[src/swm_pkg.sv]
// shared constants for the single-wire bus master datapath
// assumes a 50 MHz system clock; counts derive from times in ns
package swm_pkg;
  localparam logic [2:0] ADDR_CMD = 3'h0;
  localparam logic [2:0] ADDR_DATA = 3'h1;
  localparam logic [2:0] ADDR_INT = 3'h2;
  localparam logic [2:0] ADDR_IEN = 3'h3;
  localparam int B_OD = 7;
  localparam int B_ABORT = 5;
  localparam int B_SENSE = 3;
  localparam int B_PULL = 2;
  localparam int B_SRA = 1;
  localparam int B_BRR = 0;
  localparam int B_PERMIT = 7;
  localparam logic TBE_RST = 1'b1;
  localparam logic TX_SHIFTER_EMPTY_RST = 1'b1;
  localparam logic PDR_RST = 1'b1;
  localparam logic [7:0] IEN_RST = 8'h00;
  // idle pin sample: strobes and line high
  localparam logic [14:0] PIN_IDLE = 15'h000f;
  localparam int FIFO_W = 8;
  localparam int FIFO_D = 8;
  localparam int CLK_NS = 20;
  localparam int SLOT_STD_NS = 70000;
  localparam int LOW0_STD_NS = 60000;
  localparam int LOW1_STD_NS = 6000;
  localparam int SAMP_STD_NS = 15000;
  localparam int SLOT_OD_NS = 10000;
  localparam int LOW0_OD_NS = 8000;
  localparam int LOW1_OD_NS = 1000;
  localparam int SAMP_OD_NS = 2000;
  localparam int RSTL_STD_NS = 480000;
  localparam int RSTW_STD_NS = 480000;
  localparam int PRES_STD_NS = 70000;
  localparam int RSTL_OD_NS = 70000;
  localparam int RSTW_OD_NS = 48000;
  localparam int PRES_OD_NS = 8000;
  function automatic int cyc(int ns);
    return (ns + CLK_NS - 1) / CLK_NS;
  endfunction
  localparam logic [15:0] SLOT_STD_CYC = 16'(cyc(SLOT_STD_NS));
  localparam logic [15:0] LOW0_STD_CYC = 16'(cyc(LOW0_STD_NS));
  localparam logic [15:0] LOW1_STD_CYC = 16'(cyc(LOW1_STD_NS));
  localparam logic [15:0] SAMP_STD_CYC = 16'(cyc(SAMP_STD_NS));
  localparam logic [15:0] SLOT_OD_CYC = 16'(cyc(SLOT_OD_NS));
  localparam logic [15:0] LOW0_OD_CYC = 16'(cyc(LOW0_OD_NS));
  localparam logic [15:0] LOW1_OD_CYC = 16'(cyc(LOW1_OD_NS));
  localparam logic [15:0] SAMP_OD_CYC = 16'(cyc(SAMP_OD_NS));
  localparam logic [15:0] RSTL_STD_CYC = 16'(cyc(RSTL_STD_NS));
  localparam logic [15:0] RSTW_STD_CYC = 16'(cyc(RSTW_STD_NS));
  localparam logic [15:0] PRES_STD_CYC = 16'(cyc(PRES_STD_NS));
  localparam logic [15:0] RSTL_OD_CYC = 16'(cyc(RSTL_OD_NS));
  localparam logic [15:0] RSTW_OD_CYC = 16'(cyc(RSTW_OD_NS));
  localparam logic [15:0] PRES_OD_CYC = 16'(cyc(PRES_OD_NS));
  typedef enum logic [1:0] {
    ST_IDLE = 2'b00,
    ST_SLOT = 2'b01,
    ST_RST_LOW = 2'b10,
    ST_RST_WAIT = 2'b11
  } eng_state_e;
endpackage

[src/single_wire_master.sv]
// What this block does
// - write to data address fills tx holding; read returns rx holding
// - tx byte moves to shifter, sent least significant bit first
// - empty shifter with full holding register reloads automatically
// - tx_holding_empty set when free, cleared on host write
// - tx_shifter_empty set when idle; load clears it, sets holding empty
// - received bit is wired-AND of sent and slave bit; host sends ones
// - full rx shifter goes to FIFO, flag set; host reads clear it once FIFO empties
// - overdrive_select chooses fast rate when one
// - abort bit stops traffic, resets engines, clears bus reset request, keeps other registers
// - manual pull low works only with permit; blocks other traffic
// - line_sense shows bus level, independent of permit
// - bus reset request pulses bus, clears search, self-clears when done
// - after presence window set presence_seen; result zero if answered
// - search mode: three slots per ROM position, read read write
// - search tx byte: odd bits are path choices, even bits filler
// - written bit: path on conflict, first read otherwise, one if silent
// - search rx byte: odd bits chosen path, even bits discrepancy
// - after bus error chosen bits read one until search cleared
// - manual_drive_permit resets to zero; engine then owns bus
// - presence_seen resets to zero, cleared by status read
//
// holds the receive FIFO and the bus master datapath top
// assumes host pins asynchronous to clock and an external pull-up on the line
`timescale 1ns/1ps
module rx_byte_fifo
  import swm_pkg::*;
#(
  parameter int WIDTH = FIFO_W,
  parameter int DEPTH = FIFO_D
)(
  input wire logic clock,
  input wire logic rst,
  input wire logic clock_en,
  input wire logic in_valid,
  output logic in_ready,
  input wire logic [WIDTH-1:0] in_data,
  output logic out_valid,
  input wire logic out_ready,
  output logic [WIDTH-1:0] out_data
);
  localparam int AW = $clog2(DEPTH);
  logic [WIDTH-1:0] mem [DEPTH];
  logic [AW:0] wr_ptr_reg;
  logic [AW:0] rd_ptr_reg;
  assign out_valid = wr_ptr_reg != rd_ptr_reg;
  assign in_ready = !((wr_ptr_reg[AW] != rd_ptr_reg[AW])
                      && (wr_ptr_reg[AW-1:0] == rd_ptr_reg[AW-1:0]));
  assign out_data = mem[rd_ptr_reg[AW-1:0]];
  always_ff @(posedge clock)
  begin
    if (clock_en && in_valid && in_ready)
      mem[wr_ptr_reg[AW-1:0]] <= in_data;
  end
  always_ff @(posedge clock)
  begin
    if (rst)
    begin
      wr_ptr_reg <= '0;
      rd_ptr_reg <= '0;
    end
    else if (clock_en)
    begin
      if (in_valid && in_ready)
        wr_ptr_reg <= wr_ptr_reg + 1'b1;
      if (out_valid && out_ready)
        rd_ptr_reg <= rd_ptr_reg + 1'b1;
    end
  end
endmodule

module single_wire_master
  import swm_pkg::*;
#(
  parameter logic [15:0] RST_LOW_CYC = RSTL_STD_CYC,
  parameter logic [15:0] RST_WAIT_CYC = RSTW_STD_CYC
)(
  input wire logic clock,
  input wire logic rst,
  input wire logic clock_en,
  input wire logic [2:0] addr,
  input wire logic en_n,
  input wire logic rd_n,
  input wire logic wr_n,
  input wire logic [7:0] data_in,
  output logic [7:0] data_out,
  output logic data_oe,
  input wire logic dq_in,
  output logic dq_out,
  output logic dq_oe
);
  logic [14:0] pin_s1, pin_s2;
  logic wr_prev, rd_prev;
  logic od_reg, abort_reg, pull_reg, sra_reg, brr_reg;
  logic [7:0] ien_reg, tx_hold_reg, tx_shift_reg, rx_shift_reg;
  logic tbe_reg, tx_shifter_empty_reg, pd_reg, pdr_reg, pres_reg;
  logic wbit_reg, b0_reg, b2_reg, err_reg;
  logic [15:0] cnt_reg;
  logic [2:0] bit_reg;
  logic [1:0] sub_reg;
  eng_state_e state_reg;
  logic [7:0] data_out_reg;
  logic data_oe_reg, dq_oe_reg, dq_out_reg;
  logic [2:0] addr_s;
  logic [7:0] data_s;
  logic sense, wr_act, rd_act, wr_start, rd_start;
  logic manual_active, idle_go, start_rst, start_slot, load_now;
  logic slot_end, samp, last_slot, push, rst_done, pop, nbsy, slot_bit;
  logic fifo_ready, rx_holding_full;
  logic [7:0] rx_hold;
  logic [15:0] slot_len, low_len, samp_pt, rstl_len, rstw_len, pres_pt;
  logic none, conflict, b2, path;

  assign {addr_s, data_s} = pin_s2[14:4];
  assign sense = pin_s2[0];
  assign wr_act = !pin_s2[3] && !pin_s2[1];
  // write strobe wins when both are low
  assign rd_act = !pin_s2[3] && !pin_s2[2] && pin_s2[1];
  assign wr_start = wr_act && !wr_prev;
  assign rd_start = rd_act && !rd_prev;
  assign data_out = data_out_reg;
  assign data_oe = data_oe_reg;
  assign dq_oe = dq_oe_reg;
  assign dq_out = dq_out_reg;

  // every pin passes two flops before use
  always_ff @(posedge clock)
  begin
    if (rst)
    begin
      pin_s1 <= PIN_IDLE;
      pin_s2 <= PIN_IDLE;
      wr_prev <= 1'b0;
      rd_prev <= 1'b0;
    end
    else if (clock_en)
    begin
      pin_s1 <= {addr, data_in, en_n, rd_n, wr_n, dq_in};
      pin_s2 <= pin_s1;
      wr_prev <= wr_act;
      rd_prev <= rd_act;
    end
  end

  always_comb
  begin
    slot_len = od_reg ? SLOT_OD_CYC : SLOT_STD_CYC;
    samp_pt = od_reg ? SAMP_OD_CYC : SAMP_STD_CYC;
    rstl_len = od_reg ? RSTL_OD_CYC : RST_LOW_CYC;
    rstw_len = od_reg ? RSTW_OD_CYC : RST_WAIT_CYC;
    pres_pt = od_reg ? PRES_OD_CYC : PRES_STD_CYC;
    if (wbit_reg)
      low_len = od_reg ? LOW1_OD_CYC : LOW1_STD_CYC;
    else
      low_len = od_reg ? LOW0_OD_CYC : LOW0_STD_CYC;
  end

  // manual drive needs permit and stalls the engine
  assign manual_active = ien_reg[B_PERMIT] && pull_reg;
  assign idle_go = state_reg == ST_IDLE && !abort_reg && !manual_active;
  assign start_rst = idle_go && brr_reg;
  assign start_slot = idle_go && !brr_reg && !tx_shifter_empty_reg;
  // reload only when the receive side has room
  assign load_now = idle_go && !brr_reg && tx_shifter_empty_reg && !tbe_reg && fifo_ready;
  assign slot_end = !abort_reg && state_reg == ST_SLOT && cnt_reg == slot_len - 16'h0001;
  assign samp = !abort_reg && state_reg == ST_SLOT && cnt_reg == samp_pt;
  assign last_slot = sra_reg ? (sub_reg == 2'h2 && bit_reg[1:0] == 2'h3) : bit_reg == 3'h7;
  assign push = slot_end && last_slot;
  assign rst_done = !abort_reg && state_reg == ST_RST_WAIT
                    && cnt_reg == rstw_len - 16'h0001;
  assign pop = rd_start && addr_s == ADDR_DATA;
  assign nbsy = state_reg == ST_IDLE && tx_shifter_empty_reg && !brr_reg && !manual_active;
  // search slots: two reads written as one, then the decision
  assign slot_bit = sra_reg ? (sub_reg == 2'h2 ? b2_reg : 1'b1) : tx_shift_reg[0];

  always_comb
  begin
    none = b0_reg && sense;
    conflict = !b0_reg && !sense;
    // odd bits carry the path choice
    path = tx_shift_reg[{bit_reg[1:0], 1'b1}];
    if (err_reg || none)
      b2 = 1'b1;
    else if (conflict)
      b2 = path;
    else
      b2 = b0_reg;
  end

  // rx holding register is the FIFO head
  rx_byte_fifo #(
    .WIDTH(FIFO_W),
    .DEPTH(FIFO_D)
  ) u_rx_fifo (
    .clock(clock),
    .rst(rst),
    .clock_en(clock_en),
    .in_valid(push),
    .in_ready(fifo_ready),
    .in_data(rx_shift_reg),
    .out_valid(rx_holding_full),
    .out_ready(pop),
    .out_data(rx_hold)
  );

  // command, enable and transmit holding registers
  always_ff @(posedge clock)
  begin
    if (rst)
    begin
      od_reg <= 1'b0;
      abort_reg <= 1'b0;
      pull_reg <= 1'b0;
      sra_reg <= 1'b0;
      brr_reg <= 1'b0;
      ien_reg <= IEN_RST;
      tx_hold_reg <= 8'h00;
      tbe_reg <= TBE_RST;
      pd_reg <= 1'b0;
      pdr_reg <= PDR_RST;
    end
    else if (clock_en)
    begin
      // request clears on completion or abort
      if (rst_done || abort_reg)
        brr_reg <= 1'b0;
      if (load_now)
        tbe_reg <= 1'b1;
      // status read clears, a new completion wins
      if (rd_start && addr_s == ADDR_INT)
        pd_reg <= 1'b0;
      if (rst_done)
      begin
        pd_reg <= 1'b1;
        pdr_reg <= !pres_reg;
      end
      if (wr_start && addr_s == ADDR_CMD)
      begin
        od_reg <= data_s[B_OD];
        abort_reg <= data_s[B_ABORT];
        pull_reg <= data_s[B_PULL];
        sra_reg <= data_s[B_SRA] && !data_s[B_BRR];
        if (data_s[B_BRR])
          brr_reg <= 1'b1;
      end
      if (wr_start && addr_s == ADDR_DATA)
      begin
        tx_hold_reg <= data_s;
        tbe_reg <= 1'b0;
      end
      // permit lives in the enable register
      if (wr_start && addr_s == ADDR_IEN)
        ien_reg <= data_s;
    end
  end

  // bus engine
  always_ff @(posedge clock)
  begin
    if (rst)
    begin
      state_reg <= ST_IDLE;
      cnt_reg <= 16'h0000;
      bit_reg <= 3'h0;
      sub_reg <= 2'h0;
      tx_shift_reg <= 8'h00;
      rx_shift_reg <= 8'h00;
      tx_shifter_empty_reg <= TX_SHIFTER_EMPTY_RST;
      wbit_reg <= 1'b1;
      b0_reg <= 1'b0;
      b2_reg <= 1'b1;
      err_reg <= 1'b0;
      pres_reg <= 1'b0;
    end
    else if (clock_en)
    begin
      // error sticks until search is turned off
      if (!sra_reg)
        err_reg <= 1'b0;
      if (abort_reg)
      begin
        state_reg <= ST_IDLE;
        cnt_reg <= 16'h0000;
        bit_reg <= 3'h0;
        sub_reg <= 2'h0;
        tx_shifter_empty_reg <= 1'b1;
      end
      else
        unique case (state_reg)
          ST_IDLE:
          begin
            cnt_reg <= 16'h0000;
            if (start_rst)
              state_reg <= ST_RST_LOW;
            else if (start_slot)
            begin
              wbit_reg <= slot_bit;
              state_reg <= ST_SLOT;
            end
            else if (load_now)
            begin
              tx_shift_reg <= tx_hold_reg;
              tx_shifter_empty_reg <= 1'b0;
              bit_reg <= 3'h0;
              sub_reg <= 2'h0;
            end
          end
          ST_SLOT:
          begin
            cnt_reg <= cnt_reg + 16'h0001;
            if (samp && !sra_reg)
              rx_shift_reg <= {sense, rx_shift_reg[7:1]};
            if (samp && sra_reg && sub_reg == 2'h0)
              b0_reg <= sense;
            if (samp && sra_reg && sub_reg == 2'h1)
            begin
              b2_reg <= b2;
              rx_shift_reg[{bit_reg[1:0], 1'b1}] <= b2;
              rx_shift_reg[{bit_reg[1:0], 1'b0}] <= none || conflict;
              if (none)
                err_reg <= 1'b1;
            end
            if (slot_end)
            begin
              state_reg <= ST_IDLE;
              if (!sra_reg)
              begin
                tx_shift_reg <= {1'b0, tx_shift_reg[7:1]};
                bit_reg <= bit_reg + 3'h1;
              end
              else if (sub_reg == 2'h2)
              begin
                sub_reg <= 2'h0;
                bit_reg <= bit_reg + 3'h1;
              end
              else
                sub_reg <= sub_reg + 2'h1;
              if (last_slot)
              begin
                tx_shifter_empty_reg <= 1'b1;
                bit_reg <= 3'h0;
                sub_reg <= 2'h0;
              end
            end
          end
          ST_RST_LOW:
          begin
            cnt_reg <= cnt_reg + 16'h0001;
            if (cnt_reg == rstl_len - 16'h0001)
            begin
              cnt_reg <= 16'h0000;
              pres_reg <= 1'b0;
              state_reg <= ST_RST_WAIT;
            end
          end
          ST_RST_WAIT:
          begin
            cnt_reg <= cnt_reg + 16'h0001;
            if (cnt_reg == pres_pt)
              pres_reg <= !sense;
            if (rst_done)
              state_reg <= ST_IDLE;
          end
        endcase
    end
  end

  // outputs: host read data and open-drain line control
  always_ff @(posedge clock)
  begin
    if (rst)
    begin
      data_out_reg <= 8'h00;
      data_oe_reg <= 1'b0;
      dq_oe_reg <= 1'b0;
      dq_out_reg <= 1'b0;
    end
    else if (clock_en)
    begin
      data_oe_reg <= rd_act;
      dq_out_reg <= 1'b0;
      dq_oe_reg <= manual_active || state_reg == ST_RST_LOW
                   || (state_reg == ST_SLOT && cnt_reg < low_len);
      if (rd_start)
        unique case (addr_s)
          ADDR_CMD:
            data_out_reg <= {od_reg, 1'b0, abort_reg, 1'b0, sense, pull_reg, sra_reg, brr_reg};
          ADDR_DATA:
            data_out_reg <= rx_hold;
          ADDR_INT:
            data_out_reg <= {sense, nbsy, 1'b0, rx_holding_full, tx_shifter_empty_reg, tbe_reg, pdr_reg, pd_reg};
          ADDR_IEN:
            data_out_reg <= ien_reg;
          default:
            data_out_reg <= 8'h00;
        endcase
    end
  end
endmodule

[config.mk]
export PLATFORM = sky130hd
export DESIGN_NAME = single_wire_master
export DESIGN_NICKNAME = d
export VERILOG_FILES = /design/src/swm_pkg.sv /design/src/single_wire_master.sv
export SDC_FILE = /design/constraint.sdc
export NUM_CORES = 1
export LEC_CHECK = 0
export BUFFER_PORTS_ARGS = -buffer_cell sky130_fd_sc_hd__buf_2
export CAP_MARGIN = 20
export CORE_MARGIN = 4
export CORE_UTILIZATION = 50
export CTS_CLUSTER_DIAMETER = 200
export CTS_CLUSTER_SIZE = 8
export DETAILED_ROUTE_END_ITERATION = 10
export PLACE_DENSITY = 0.66
export SLEW_MARGIN = 20
export SYNTH_ARGS = -nofsm -noshare
export SYNTH_HDL_FRONTEND = slang
export SYNTH_SLANG_ARGS = --single-unit
[constraint.sdc]
create_clock -name clock -period 6.44 [get_ports clock]
set_input_delay 0.322 -clock clock [delete_from_list [all_inputs] [get_ports clock]]
set_output_delay 0.322 -clock clock [all_outputs]
set_load 0.03 [all_outputs]
==> results.py <==
metrics = {
    "logic_synthesis": {
        "synth_edf_count": 64,
        "ys_warn_count": 0,
        "syn_inst": 818,
        "synthXorXnorAreaFrac_pct": 1.125,
        "avgSynthCellArea_um2": 10.47,
        "synth_cell_types": 70,
        "synth_top_area_share_pct": 28.28,
        "yosys.area.top_type": "dfxtp_1",
        "synthTopCellsByArea": "dfxtp_1 28%, edfxtp_1 22%, mux2i_1 7.5%, nor2_1 4.5%, mux4_2 4.5%",
        "synth_compound_area_share_pct": 11.57,
        "synth_fp_nets": 855,
        "synth_mux_area_share_pct": 13.00,
        "ys_seq_area_share_pct": 50.71,
        "synth_top_family_by_area": "simple AND/OR/NAND/NOR gates",
        "async_flop_share_pct": 0,
        "synthSimpleGateAreaFrac_pct": 17.38,
        "ys_seq_elements": 185,
        "synth_most_common_cell": "dfxtp_1",
        "synthTopCellsByCount": "121 x dfxtp_1, 102 x nor2_1, 75 x nand2_1",
        "synth.cell_area_um2": 8567,
        "synthFlopType": "dfxtp_1",
        "synthAdderAreaFrac_pct": 2.775,
    },
    "floorplan": {
        "dieArea_um2": 19290,
        "coreArea_um2": 16700,
        "die_y_um": 138.9,
        "ioPinCount": 29,
        "num_rows": 47,
        "die-width_um": 138.9,
        "start_util_pct": 51.30,
    },
    "sta": {
        "fin_crit_sh_pct": 54.40,
        "rsz0062_at_grt": "no",
        "hold_viol_final": 0,
        "tns_ns": 0,
        "setup_viol": 0,
        "fin_skew_ns": 0.008825,
        "min_period_ns": 3.503,
        "slew_violations": 0,
        "max_freq_mhz": 285.4,
        "slew_headroom_pct": 31.60,
        "worstMarginPinSlew_ns": 1.018,
        "fin_ws_ns": 2.937,
    },
    "finish": {
        "drive_gt1_share_pct": 12.98,
        "multi_input_area_um2": 3936,
        "regArea_um2": 4345,
        "largest_register_ffs": 64,
        "antenna_cells": 0,
        "fin_nets": 856,
        "syn2layout_area_growth_pct": 9.420,
        "fillers": 1465,
    },
    "clock_tree": {
        "postCtsSetupRepairBufs": 0,
        "cts_made_buffers": 17,
        "clk_pin_slew_ns": 0.07,
        "cts.sinks": 185,
        "max-clock-path-buffers": 2,
        "post_cts_resize_count": 0,
        "htree_levels": 4,
        "clkLatencyLatePin_ns": 0.43,
        "root_buffer": "clkbuf_16",
        "cts_tree": "done",
        "cts_hold_buf": 0,
    },
    "hold_path": {
        "hp-class": "input port to register",
    },
    "global_routing": {
        "grt_pass1_vias": 5969,
        "overflow": 0,
        "grt_use_total_pct": 20.57,
        "grt_max_degree": 82,
        "antenna_found_initial": 0,
        "grt_pass1_wl_mm": 31.80,
    },
    "setup_path": {
        "critPathMaxFanout": 22,
        "worst_setup_path_start_kind": "register",
        "worst_setup_path_end_kind": "register",
        "cp.required_ns": 6.49,
        "crit_type": "register to register",
        "crit_arrival_ns": 3.55,
    },
    "detailed_routing": {
        "wl_per_cell_um": 19.04,
        "antenna_left": 0,
        "routed_wl_mm": 20.03,
        "first_iter_violations": 600,
        "dr.pass1.iters": 5,
        "via_per_inst": 6.010,
        "dr_total_vias": 6322,
        "drc": 0,
    },
    "pwr": {
        "pwr-share-comb_pct": 2.6,
        "p_switching_w": 0.0005250,
        "cellPowerDensity_nw_per_um2": 242.9,
        "ir_worst_vdd_mv": 0.2493,
        "power.leakage_nw": 3.678,
        "seq_power_share_pct": 53.5,
        "p_int_w": 0.001752,
        "switching_share_pct": 23.06,
        "clock_power_share_pct": 43.9,
    },
    "flow_run": {
        "maxCapViolCount": 0,
    },
    "placement": {
        "hpwl_mm": 14.12,
        "dpl_worst_slack_ns": 2.955,
        "gp_congestion": 0.9296,
        "numPortBuffers": 27,
    },
    "run_status": {
        "outcome": "finished, final reports clean",
    },
}
## power groups by stage
stage	Combinational (W)	Clock (W)	Sequential [W]
finish	0.0000592	0.00100	0.00122
global route	0.0000645	0.00107	0.00122
CTS	0.0000590	0.00102	0.00122
detailed placement	0.0000588	0	0.00124
global placement	0.0000572	0	0.00124
floorplan	0.0000434	0	0.00124
## metal layers
metal	GRT usage [%]	part of all wire, %	vias to the layer above
met2	33.83	48	226
met5	0	0	-
li1	-	-	2995
met1	27.26	44	3052
met3	4.034	5.3	49
met4	7.312	2.4	0
## critical path, stage by stage (launching register included)
cell and delay (ns):
dfxtp_1 0.75, xor2_1 0.19, or3_1 0.47, nor4_4 0.48, nand4_1 0.36, nor3_1 0.87
## cells by family after synthesis
group,after synthesis
AND/OR/NAND/NOR,295
XOR/XNOR,11
buffers and inverters,71
multiplexers,89
other,1
AO/OA/AOI/OAI,147
flip-flops,185
adder cells (fa/ha/maj),19
## per-stage QoR
| step | hold slack, ns | cells | util (%) | total power (W) | instance area, µm² |
|---|---|---|---|---|---|
| floorplan | 0.4380 | 818 | - | 0.001283 | 8567 |
| global placement | 0.4526 | 1020 | 52.68 | 0.001301 | 8798 |
| detailed placement | 0.4626 | 1020 | 52.68 | 0.001303 | 8798 |
| CTS | 0.09024 | 1052 | 56.09 | 0.002298 | 9368 |
| global route | 0.1030 | 1052 | 56.13 | 0.002357 | 9374 |
| finish | 0.1090 | 1052 | 56.13 | 0.002277 | 9374 |
## cell type report
| type | count | area share [%] |
|---|---|---|
| clock buffers | 18 | 4.685 |
| clock inverters | 14 | 1.388 |
| inverters | 22 | 0.8809 |
| multi-input cells | 562 | 41.99 |
| flip-flops and latches | 185 | 46.36 |
| well taps | 220 | 2.936 |
| repair buffers | 31 | 1.762 |
## final timing paths
path / start / to / slack [ns] / cells after the start
worst max-delay path: od_reg$_SDFFE_PP0P_ / u_rx_fifo.mem[1][4]$_DFFE_PP_ / 2.94 / 5
worst min-delay path: wr_n / pin_s1[1]$_SDFFE_PP1P_ / 0.11 / 3
worst max register to register: od_reg$_SDFFE_PP0P_ / u_rx_fifo.mem[1][4]$_DFFE_PP_ / 2.94 / 5
worst min register to register: tx_hold_reg[7]$_SDFFE_PP0P_ / tx_shift_reg[7]$_SDFFE_PP0P_ / 0.47 / 2
## cell usage in the layout (no fill, tap or decap), drive strengths merged, types with 3 or more instances in the layout
| master | netlist | routed |
|---|---|---|
| ha | 19 | 19 |
| o211ai | 6 | 6 |
| nor4b | 3 | 3 |
| a31oi | 6 | 6 |
| o31a | 4 | 4 |
| mux4 | 17 | 17 |
| nor2 | 102 | 102 |
| nand4 | 5 | 5 |
| clkinv | 1 | 6 |
| nand3 | 22 | 22 |
| nand2 | 75 | 75 |
| nor3b | 7 | 7 |
| clkbuf | 36 | 18 |
| or2 | 4 | 4 |
| xor2 | 8 | 8 |
| a21o | 8 | 8 |
| inv | 21 | 29 |
| nand3b | 6 | 6 |
| a21oi | 31 | 31 |
| mux2i | 64 | 64 |
| nor3 | 14 | 14 |
| o31ai | 5 | 5 |
| a211o | 3 | 3 |
| or3 | 10 | 10 |
| nand2b | 13 | 13 |
| o21ai | 41 | 41 |
| nor4 | 9 | 9 |
| and3 | 5 | 5 |
| mux2 | 8 | 8 |
| a221oi | 6 | 6 |
| xnor2 | 3 | 3 |
| nor2b | 6 | 6 |
| dfxtp | 121 | 121 |
| a21boi | 3 | 3 |
| a311oi | 11 | 11 |
| edfxtp | 64 | 64 |
| buf | 13 | 31 |
| o22ai | 4 | 4 |
(Power assumes the default switching activity.)
